--- src/design/trs_pkg.sv ---
// Package: constants and types for the targeted row refresh sequencer
package trs_pkg;
    // ==========================================
    // Control register layout
    localparam logic [7:0] CTRL_RESET     = 8'h00;
    localparam int         CTRL_EN_BIT    = 7;
    localparam int         CTRL_BANK_HI   = 6;
    localparam int         CTRL_BANK_LO   = 4;
    localparam int         CTRL_UNLIM_BIT = 3;
    localparam logic [2:0] MAC_UNLIMITED  = 3'h0;

    // ==========================================
    // Timing
    localparam int CLK_PERIOD_PS      = 8000;
    localparam int MODE_WRITE_DELAY_NS = 14;
    localparam int MODE_WRITE_DELAY_CYC =
        ((MODE_WRITE_DELAY_NS * 1000 + CLK_PERIOD_PS - 1) / CLK_PERIOD_PS) < 1 ? 1 :
        ((MODE_WRITE_DELAY_NS * 1000 + CLK_PERIOD_PS - 1) / CLK_PERIOD_PS);
    localparam int ROW_PRECHARGE_TIME_NS = 18;
    localparam int ROW_PRECHARGE_CYC =
        ((ROW_PRECHARGE_TIME_NS * 1000 + CLK_PERIOD_PS - 1) / CLK_PERIOD_PS) < 1 ? 1 :
        ((ROW_PRECHARGE_TIME_NS * 1000 + CLK_PERIOD_PS - 1) / CLK_PERIOD_PS);
    localparam int CNT_W = 8;

    // ==========================================
    // Decoded command codes
    typedef enum logic [2:0] {
        CMD_NOP  = 3'h0,
        CMD_ACT  = 3'h1,
        CMD_PRE  = 3'h2,
        CMD_PRECHARGE_ALL_BANKS = 3'h3,
        CMD_MRW  = 3'h4,
        CMD_REF  = 3'h5
    } trs_cmd_t;

    // One command from the host
    typedef struct packed {
        logic       valid;
        trs_cmd_t   op;
        logic [2:0] bank;
        logic [7:0] data;   // Mode write payload
    } trs_req_t;

    // Sequencer states, Gray coded along the main path
    typedef enum logic [2:0] {
        ST_IDLE  = 3'b000,
        ST_ENTRY = 3'b001,
        ST_ARMED = 3'b011,
        ST_ROWON = 3'b010,
        ST_ROWOF = 3'b110,
        ST_DRAIN = 3'b111
    } trs_state_t;
endpackage

--- src/design/trs_delay.sv ---
// Reloadable down counter used for the mode-write and precharge waits
`timescale 1ns/100ps
`default_nettype none
module trs_delay #(
    parameter int W = 8
) (
    // Clock and reset
    input  wire logic         mclk_i,
    input  wire logic         rst_n_i,
    // Control
    input  wire logic         load_i,
    input  wire logic [W-1:0] count_i,
    // Status
    output logic              done_o
);
    logic [W-1:0] cnt_q;
    logic [W-1:0] cnt_d;

    // Count down to zero and hold there
    assign cnt_d  = load_i ? count_i : (cnt_q != '0 ? cnt_q - W'(1) : cnt_q);
    assign done_o = (cnt_q == '0) && !load_i;

    always_ff @(posedge mclk_i) begin
        if (!rst_n_i) begin
            cnt_q <= '0;
        end else begin
            cnt_q <= cnt_d;
        end
    end
endmodule
`default_nettype wire

--- src/design/trs_seq.sv ---
// Device-side targeted row refresh mode control and victim restore
`timescale 1ns/100ps
`default_nettype none
// Contract
// - Unlimited count: enable bit is ignored
// - Bit 7 enables mode, bits 6:4 bank
// - Self-clear after third precharge plus delay
// - Host may disable; bank bits ignored
// - Three activates, three precharges; all counts
// - Mode activates leave refresh counter alone
// - Device restores victim rows during mode
module trs_seq
    import trs_pkg::*;
#(
    parameter int BANKS = 8
) (
    // Clock and reset
    input  wire logic              mclk_i,
    input  wire logic              rst_n_i,
    // Decoded host command
    input  wire trs_pkg::trs_req_t req_i,
    // Register read back and mode status
    output logic [7:0]             ctrl_o,
    output logic                   mode_active_o,
    output logic [2:0]             acts_done_o,
    output logic [2:0]             pres_done_o,
    // Victim restore and refresh counter
    output logic                   restore_pulse_o,
    output logic [2:0]             restore_bank_o,
    output logic                   refresh_step_o
);
    import trs_pkg::*;

    // ==========================================
    // Storage
    trs_state_t state_q, state_d;
    logic [7:0] ctrl_q, ctrl_d;
    logic [2:0] acts_q, acts_d;
    logic [2:0] pres_q, pres_d;
    logic       restore_q, refresh_q;
    logic [2:0] rbank_q;
    logic       mode_q;

    // ==========================================
    // Helpers
    // Count field of zero with the flag bit set means activates are not
    // limited, so no run is needed and an enable only parks in the register
    function automatic logic unlim(input logic [7:0] v);
        return v[2:0] == MAC_UNLIMITED && v[CTRL_UNLIM_BIT];
    endfunction

    // Match against the stored aggressor bank; a bank number past the
    // configured count is never sequenced, so a part built with fewer banks
    // cannot be steered onto a bank it does not have
    function automatic logic on_bank(input logic [2:0] b, input logic [2:0] agg);
        return b == agg && int'(agg) < BANKS;
    endfunction

    // ==========================================
    // Command decode
    wire logic       is_mrw   = req_i.valid && req_i.op == CMD_MRW;
    wire logic       is_act   = req_i.valid && req_i.op == CMD_ACT;
    wire logic       is_ref   = req_i.valid && req_i.op == CMD_REF;
    wire logic [2:0] agg_bank = ctrl_q[CTRL_BANK_HI:CTRL_BANK_LO];
    // A precharge-all always closes the aggressor bank too
    wire logic hit_pre = req_i.valid && ((req_i.op == CMD_PRE && on_bank(req_i.bank, agg_bank))
                                         || req_i.op == CMD_PRECHARGE_ALL_BANKS);
    wire logic hit_act = is_act && on_bank(req_i.bank, agg_bank);
    // Unlimited activate count makes the sequence unnecessary; enable has no effect.
    // The mode flag is taken from the next register value so that the output
    // comes from its own flip-flop with no extra cycle of lag.
    wire logic mode_d    = ctrl_d[CTRL_EN_BIT] && !unlim(ctrl_d);
    wire logic in_mode   = state_q != ST_IDLE;
    wire logic wr_en     = is_mrw && req_i.data[CTRL_EN_BIT];
    wire logic wr_dis    = is_mrw && !req_i.data[CTRL_EN_BIT];

    // Waits: mode-write delay after entry, precharge plus delay at the end
    logic       dly_load;
    logic [CNT_W-1:0] dly_cnt;
    logic       dly_done;
    trs_delay #(.W(CNT_W)) u_delay (
        .mclk_i  (mclk_i),
        .rst_n_i (rst_n_i),
        .load_i  (dly_load),
        .count_i (dly_cnt),
        .done_o  (dly_done)
    );

    // ==========================================
    // Sequencer next state
    // A disable write is checked first so that an abort always lands, even
    // in the middle of a run; enable writes during a run fall through and
    // are dropped, which is what the host is told to expect
    always_comb begin
        state_d  = state_q;
        ctrl_d   = ctrl_q;
        acts_d   = acts_q;
        pres_d   = pres_q;
        dly_load = 1'b0;
        dly_cnt  = CNT_W'(MODE_WRITE_DELAY_CYC);
        if (wr_dis) begin
            // Disable wins at any point; bank bits are not taken
            ctrl_d[CTRL_EN_BIT] = 1'b0;
            state_d = ST_IDLE;
            acts_d  = 3'h0;
            pres_d  = 3'h0;
        end else if (wr_en && !in_mode) begin
            // An idle enable stores the whole byte; the host keeps the other bits
            ctrl_d = req_i.data;
            if (!unlim(req_i.data)) begin
                state_d  = ST_ENTRY;
                dly_load = 1'b1;
            end
        end else if (is_mrw && !in_mode) begin
            ctrl_d = req_i.data;
        end else begin
            unique case (state_q)
                ST_IDLE: begin
                end
                ST_ENTRY: begin
                    // Activates before the wait runs out are dropped, not queued
                    if (dly_done) state_d = ST_ARMED;
                end
                ST_ARMED: begin
                    if (hit_act) begin
                        acts_d  = acts_q + 3'h1;
                        state_d = ST_ROWON;
                    end
                end
                ST_ROWON: begin
                    // Only a precharge after a counted activate advances the count
                    if (hit_pre) begin
                        pres_d = pres_q + 3'h1;
                        if (pres_q == 3'h2) begin
                            state_d  = ST_DRAIN;
                            dly_load = 1'b1;
                            dly_cnt  = CNT_W'(ROW_PRECHARGE_CYC + MODE_WRITE_DELAY_CYC);
                        end else begin
                            state_d = ST_ROWOF;
                        end
                    end
                end
                ST_ROWOF: begin
                    if (hit_act) begin
                        acts_d  = acts_q + 3'h1;
                        state_d = ST_ROWON;
                    end
                end
                ST_DRAIN: begin
                    // Self-clear once precharge and mode-write delay have run out
                    // The host may still abort here; that path is handled above
                    if (dly_done) begin
                        state_d = ST_IDLE;
                        ctrl_d[CTRL_EN_BIT] = 1'b0;
                        acts_d  = 3'h0;
                        pres_d  = 3'h0;
                    end
                end
                default: state_d = ST_IDLE;
            endcase
        end
    end

    // ==========================================
    // State registers
    always_ff @(posedge mclk_i) begin
        if (!rst_n_i) begin
            state_q <= ST_IDLE;
            ctrl_q  <= CTRL_RESET;
            acts_q  <= 3'h0;
            pres_q  <= 3'h0;
            mode_q  <= 1'b0;
        end else begin
            state_q <= state_d;
            ctrl_q  <= ctrl_d;
            acts_q  <= acts_d;
            pres_q  <= pres_d;
            mode_q  <= mode_d;
        end
    end

    // ==========================================
    // Victim restore and refresh counter stepping
    // A mode activate restores neighbours of the aggressor row but never
    // advances the regular refresh counter; outside the mode a refresh does.
    always_ff @(posedge mclk_i) begin
        if (!rst_n_i) begin
            restore_q <= 1'b0;
            rbank_q   <= 3'h0;
            refresh_q <= 1'b0;
        end else begin
            restore_q <= hit_act && (state_q == ST_ARMED || state_q == ST_ROWOF);
            rbank_q   <= agg_bank;
            refresh_q <= is_ref && !in_mode;
        end
    end

    // ==========================================
    // Outputs straight from flip-flops
    // so downstream timing sees no decode logic behind any pin
    assign ctrl_o          = ctrl_q;
    assign mode_active_o   = mode_q;
    assign acts_done_o     = acts_q;
    assign pres_done_o     = pres_q;
    assign restore_pulse_o = restore_q;
    assign restore_bank_o  = rbank_q;
    assign refresh_step_o  = refresh_q;
endmodule
`default_nettype wire

--- config.mk ---
export PLATFORM = sky130hd
export DESIGN_NAME = trs_seq
export DESIGN_NICKNAME = d
export VERILOG_FILES = /design/src/design/trs_pkg.sv /design/src/design/trs_delay.sv /design/src/design/trs_seq.sv
export SDC_FILE = /design/constraint.sdc
export NUM_CORES = 1
export LEC_CHECK = 0
export BUFFER_PORTS_ARGS = -buffer_cell sky130_fd_sc_hd__buf_4
export CAP_MARGIN = 20
export CORE_ASPECT_RATIO = 0.9
export CORE_MARGIN = 5
export CORE_UTILIZATION = 40
export DETAILED_ROUTE_END_ITERATION = 12
export PLACE_DENSITY_LB_ADDON = 0.15
export REMOVE_ABC_BUFFERS = 1
export SLEW_MARGIN = 15
export SYNTH_ARGS = -nofsm -noshare
export SYNTH_HDL_FRONTEND = slang
export SYNTH_HIERARCHICAL = 1
export SYNTH_SLANG_ARGS = --single-unit
--- constraint.sdc ---
create_clock -name mclk_i -period 6.15 [get_ports mclk_i]
set_clock_uncertainty 0.1 [all_clocks]
set_input_delay 0.615 -clock mclk_i [delete_from_list [all_inputs] [get_ports mclk_i]]
set_output_delay 0.615 -clock mclk_i [all_outputs]
set_load 0.05 [all_outputs]
Yosys cells after proc, flatten, opt, wreduce, memory -nomap -nowiden:

Cells that the tools add are included.

* bits of input ports: 17
* register bits after elaboration: 31
* word-level logic and storage cells: 112

* eq/ne operators: 22
* reduce and logical (&&, ||, !) cells: 38
* mux-type cells: 35
* add/sub/neg operators: 3
* bitwise gates (word level): 4

Operator list (count)
* $mux 3: 15
* $mux 8: 3
* $logic_and 1x1->1: 16
* $eq 3x2->1 const B: 5
* $pmux 3 s5: 1
* $eq 3x3->1 const B: 4
* $mux 1: 12
* $pmux 3 s2: 2
* $ne 2x2->1 const B: 5
* $reduce_and 5->1: 2
* $logic_not 3->1: 3
* $ne 3x3->1 const B: 3
* $logic_not 8->1: 1
* $reduce_bool 2->1: 4
* $reduce_bool 8->1: 1
* $sub 8x1->8 const B: 1
* $mux 7: 1
* $reduce_and 7->1: 1
* $add 3x1->3 const B: 2
* $eq 3x1->1 const B: 2
* $logic_not 1->1: 4
* $mux 4: 1
* $not 1->1: 4
* $reduce_or 2->1: 2
* 6 further kinds: 7

Logic depth before layout (Yosys ltp):

* depth after elaboration: 20
* gate-level depth with buffers: 12

Modules after synthesis:

Netlist, hierarchy kept.

Modules (own cells, without submodules)
* trs_seq: seq. area each 460.4 um2, instances 1, cells each 122, area an instance 1191.1 um2
* trs_delay: seq. area each 160.2 um2, instances 1, cells each 56, area an instance 474.2 um2

Worst setup path before layout:

Ideal clock, no wire load.

* path kind: flip-flop to flip-flop
* start point: reg ctrl_q[4], in the netlist ctrl_o[4]
* end point: reg state_q[0]
* library setup time: 0.134 ns
* required time: 5.916 ns
* cell stages (with the launch flop): 13
* arrival time: 2.947 ns
* buffers on the path: 0
* setup slack: 2.969 ns
* cell sequence: dfxtp_1 -> xnor2_1 -> a31oi_1 -> nor2_2 -> nand3b_2 -> nand2_1 -> or4b_1 -> nor2_1 -> nand2_1 -> a22o_1 -> o211ai_1 -> and3b_1 -> nor3_2

* cells in the longest elaborated chain, start to end: 13
* elaborated cells on any way between the ends: 17

Ends and longest elaborated chain
* start, declared: line trs_seq.sv:37 `logic [7:0] ctrl_q, ctrl_d;`
* start signal, assigned: line trs_seq.sv:175 `ctrl_q <= ctrl_d;`
* $eq 3x3->1 (*): line trs_seq.sv:56 `return b == agg && int'(agg) < BANKS;`
* $logic_and 1x1->1 (*): line trs_seq.sv:66 `wire logic hit_pre = req_i.valid && ((req_i.op == CMD_PRE && on_bank(req_i.bank, agg_bank))`
* $logic_or 1x1->1 (*): line trs_seq.sv:67 `|| req_i.op == CMD_PRECHARGE_ALL_BANKS);`
* $logic_and 1x1->1 (*): line trs_seq.sv:66
* $mux 1 (*): line trs_seq.sv:132 `if (hit_pre) begin`
* $mux 1 (*): line trs_seq.sv:117 `unique case (state_q)`
* $mux 1 (*): line trs_seq.sv:114 `end else if (is_mrw && !in_mode) begin`
* $mux 1 (*): line trs_seq.sv:107 `end else if (wr_en && !in_mode) begin`
* $mux 1 (*): line trs_seq.sv:101 `if (wr_dis) begin`
* net dly_load: line trs_seq.sv:78 `logic dly_load;`
* $logic_not 1->1 (*): line trs_delay.sv:21 `assign done_o = (cnt_q == '0) && !load_i;`
* $logic_and 1x1->1 (*): line trs_delay.sv:21
* net dly_done: line trs_seq.sv:80 `logic dly_done;`
* $ne 3x3->1 (no source line)
* $reduce_and 7->1 (no source line) (*)
* end signal, assigned: line trs_seq.sv:174 `state_q <= state_d;`
* end, declared: line trs_seq.sv:36 `trs_state_t state_q, state_d;`

Mark *: on every way through the listed nets, which the timed path passes. The rest lies on a longest branch.
A chain may end at the register's enable or synchronous reset.

Final worst setup path:

* start point: in req_i[8] (netlist bit)
* end point: reg state_q[0]

* cells in the longest elaborated chain, start to end: 13
* elaborated cells on any way between the ends: 17

Ends and longest elaborated chain
* start, declared: line trs_seq.sv:21 `input wire trs_pkg::trs_req_t req_i,`
* $eq 3x3->1 (*): line trs_seq.sv:56
* $logic_and 1x1->1 (*): line trs_seq.sv:66
* $logic_or 1x1->1 (*): line trs_seq.sv:67
* $logic_and 1x1->1 (*): line trs_seq.sv:66
* $mux 1 (*): line trs_seq.sv:132
* $mux 1 (*): line trs_seq.sv:117
* $mux 1 (*): line trs_seq.sv:114
* $mux 1 (*): line trs_seq.sv:107
* $mux 1 (*): line trs_seq.sv:101
* net dly_load: line trs_seq.sv:78
* $logic_not 1->1 (*): line trs_delay.sv:21
* $logic_and 1x1->1 (*): line trs_delay.sv:21
* net dly_done: line trs_seq.sv:80
* $ne 3x3->1 (no source line)
* $reduce_and 7->1 (no source line) (*)

Marks and branches as above.

==> impl_metrics.ini <==
[outcome]
outcome = finished, final reports clean

[critical_path]
required_ps = 6190
reg2reg_depth = 12
path_depth = 13
cp_slowest_cell = or4b_1
crit_path_start_kind = input pin
crit_chain = buf_4 > xnor2_1 > a31oi_1 > nor2_2 > nand3b_2 > nand2_1 > or4b_1 > nor2_1 > nand2_1 > a22o_1 > o211ai_1 > and3b_1 > nor3_2
end_kind = flip-flop
crit_type = input pin to flip-flop
crit_arrival_ps = 3530
worstPathMaxFanout = 13
cpPeakStageDelay_ps = 620
cp_common_cell = nand2_1
r2r-start = state_q[0]
critPathLaunch = req_i[8]
path_buf_inv = 1
r2r_end = state_q[0]
cp_top_family = simple AND/OR/NAND/NOR gates
endpoint = state_q[0]
reg2reg_slack_ps = 2710

[timing]
relSlewSlack_pct = 56.5
max_freq_mhz = 286
rsz0062_at_grt = false
drv_slew = 0
hold_violations = 0
final.setup.tns_ps = 0
fin_crit_sh_pct = 56.8
tightestPinTransition_ps = 648
setup_viol = 0
fin_crit_ps = 3490

[global_route]
grt_overflow = 0
grt.total_usage_pct = 14.7
grt_pass1_wl_mm = 6.67
grt_max_degree = 19
antenna_found_initial = 0
grt_pass1_vias = 1429

[final_layout]
drive_gt1_share_pct = 24.5
n_antenna_cell = 0
nFillCells = 392
syn2layout_area_growth_pct = 24.8
nNetsFinal = 241

[clock_network]
cts_resized = 0
path_clk_slew_ps = 60
clock_sinks = 31
insertion_delay_ps = 270
cts_hold_buf = 0
cts_tree = yes
cts-root-buf = clkbuf_8
postCtsSetupRepairBufs = 0
cts_made_buffers = 5
htreeDepth = 2
ctsLongestPathBuffers = 2

[synthesis]
yosysSeqAreaShare_pct = 37.3
synthArstFlopShare_pct = 0
syn_avg_cell_area_sq_um = 9.36
yosys_warnings = 6
syn-cell-area_sq_um = 1670
syn-instance-count = 178
synth-edff-count = 0
synth_seq_cells = 31
synth_ff_type = dfxtp_1
ys_types = 61

[die]
die_width_um = 78.0
die_y_um = 71.2
initial_core_util_pct = 41.2
io_pins = 37
core_area_sq_um = 4050
rows = 22
fp.dieArea_sq_um = 5560

[routing]
vias_per_cell = 5.46
drtPass1Iterations = 4
detail_route.wl_per_cell_um = 14.8
vias = 1463
drt-initial-drc-count = 94
wl_mm = 3.96
drc = 0
postRouteAntennaNets = 0

[pwr]
p_int_w = 0.000425
p_seq_share_pct = 41.0
p_leak_nw = 0.900
p_per_area_nw_per_um2 = 306
finalPower_w = 0.000637
power_frac_comb_pct = 31.8
p_switching_w = 0.000211
ir_worst_vdd_uv = 159
p_clk_share_pct = 27.2
switching_share_pct = 33.2

[worst_hold_path]
hold_depth = 2
hold_class = flip-flop to flip-flop

[place]
hpwl_mm = 3.04
portBuffers = 36
place_congestion = 0.808

[job]
maxCapViolations = 0
==> kinds of logic (layout without fill, tap and decap cells) <==
family / after synthesis / after routing / synth area share (%)
AND/OR/NAND/NOR: 72 / 72 / 29.5
AO/OA/AOI/OAI: 40 / 40 / 16.6
flip-flops: 31 / 31 / 37.3
buffers and inverters: 13 / 51 / 3.61
multiplexers: 9 / 9 / 5.41
XOR/XNOR: 7 / 7 / 3.68
adder cells (fa/ha/maj): 5 / 5 / 3.76
other: 1 / 5 / 0.225
==> per-stage QoR <==
| stage | worst slack [ps] | area [sq um] | hold slack, ps | utilization [%] | cells |
|---|---|---|---|---|---|
| 6_report | 2660 | 2080 | 405 | 51.4 | 268 |
| 5_1_grt | 2450 | 2080 | 436 | 51.4 | 268 |
| 4_1_cts | 2700 | 2080 | 401 | 51.4 | 268 |
| 3_5_place_dp | 2400 | 1980 | 393 | 48.9 | 260 |
| 3_3_place_gp | 2520 | 1980 | 384 | 48.9 | 260 |
| 2_1_floorplan | 2820 | 1650 | 358 | - | 176 |
==> flip-flops by register name, summed over array words and instances, names as in the netlist <==
name,cells
acts_done_o,3
state_q,3
u_delay/cnt_q,8
ctrl_o,8
restore_bank_o,3
mode_active_o,1
restore_pulse_o,1
refresh_step_o,1
pres_done_o,3
==> worst min-delay path, stage by stage, from the launching register on <==
cell and delay, ps:
dfxtp_1 330, o41ai_1 60, a31oi_1 70
==> metal layers <==
metal,track usage (%),share of wire (%),vias to the layer above
li1,-,-,739
met1,18.8,47,685
met2,24.3,47,35
met3,4.40,4.6,4
met4,3.75,0.78,0
met5,0,0,-
==> synth_stat cells, types with 4 or more instances <==
| library cell | instances | area, sq um |
|---|---|---|
| a21oi_1 | 6 | 30.0 |
| ha_1 | 5 | 62.6 |
| nor2_1 | 10 | 37.5 |
| inv_1 | 6 | 22.5 |
| o21ai_0 | 8 | 40.0 |
| dfxtp_1 | 31 | 621 |
| xnor2_1 | 4 | 35.0 |
| nor2b_1 | 9 | 56.3 |
| nand4b_1 | 4 | 35.0 |
| nand4_1 | 4 | 25.0 |
| nand2_1 | 10 | 37.5 |
| mux2i_1 | 9 | 90.1 |
==> how the worst min path moves through the flow <==
| stage | start | end | slack, ps |
|---|---|---|---|
| 6_report | u_delay/cnt_q[7] | u_delay/cnt_q[7] | 400 |
| 5_1_grt | u_delay/cnt_q[7] | u_delay/cnt_q[7] | 440 |
| 4_1_cts | u_delay/cnt_q[7] | u_delay/cnt_q[7] | 400 |
| 3_5_place_dp | u_delay/cnt_q[7] | u_delay/cnt_q[7] | 390 |
| 3_3_place_gp | acts_done_o[1] | acts_done_o[1] | 380 |
| 2_1_floorplan | u_delay/cnt_q[7] | u_delay/cnt_q[7] | 360 |
==> cells in the final DEF, fill, tap and decap left out, types with 5 or more instances in the layout <==
cell type / Yosys / layout
inv_1: 6 / 6
dfxtp_1: 31 / 31
conb_1: 1 / 5
nor2_1: 10 / 10
buf_4: 2 / 36
clkbuf_8: 0 / 7
ha_1: 5 / 5
a21oi_1: 6 / 6
mux2i_1: 9 / 9
nor2b_1: 9 / 9
o21ai_0: 8 / 8
nand2_1: 10 / 10
==> cell type report <==
class                   instances  area (sq um)  share of cell area [%]
multi-input cells             138          1000                    48.1
well taps                      48          60.1                    2.89
clock buffers                   8           100                    4.82
repair buffers                 36           270                    13.0
flip-flops and latches         31           621                    29.9
inverters                       7          27.5                    1.32
==> power by group through the flow <==
stage	sequential (W)	combinational [W]	clock [W]
after floorplan	0.000261	0.000154	0
after global placement	0.000263	0.000194	0
after detailed placement	0.000264	0.000202	0
after CTS	0.000260	0.000202	0.000178
after global routing	0.000265	0.000227	0.000191
final	0.000261	0.000203	0.000173
(Power assumes the default switching activity.)
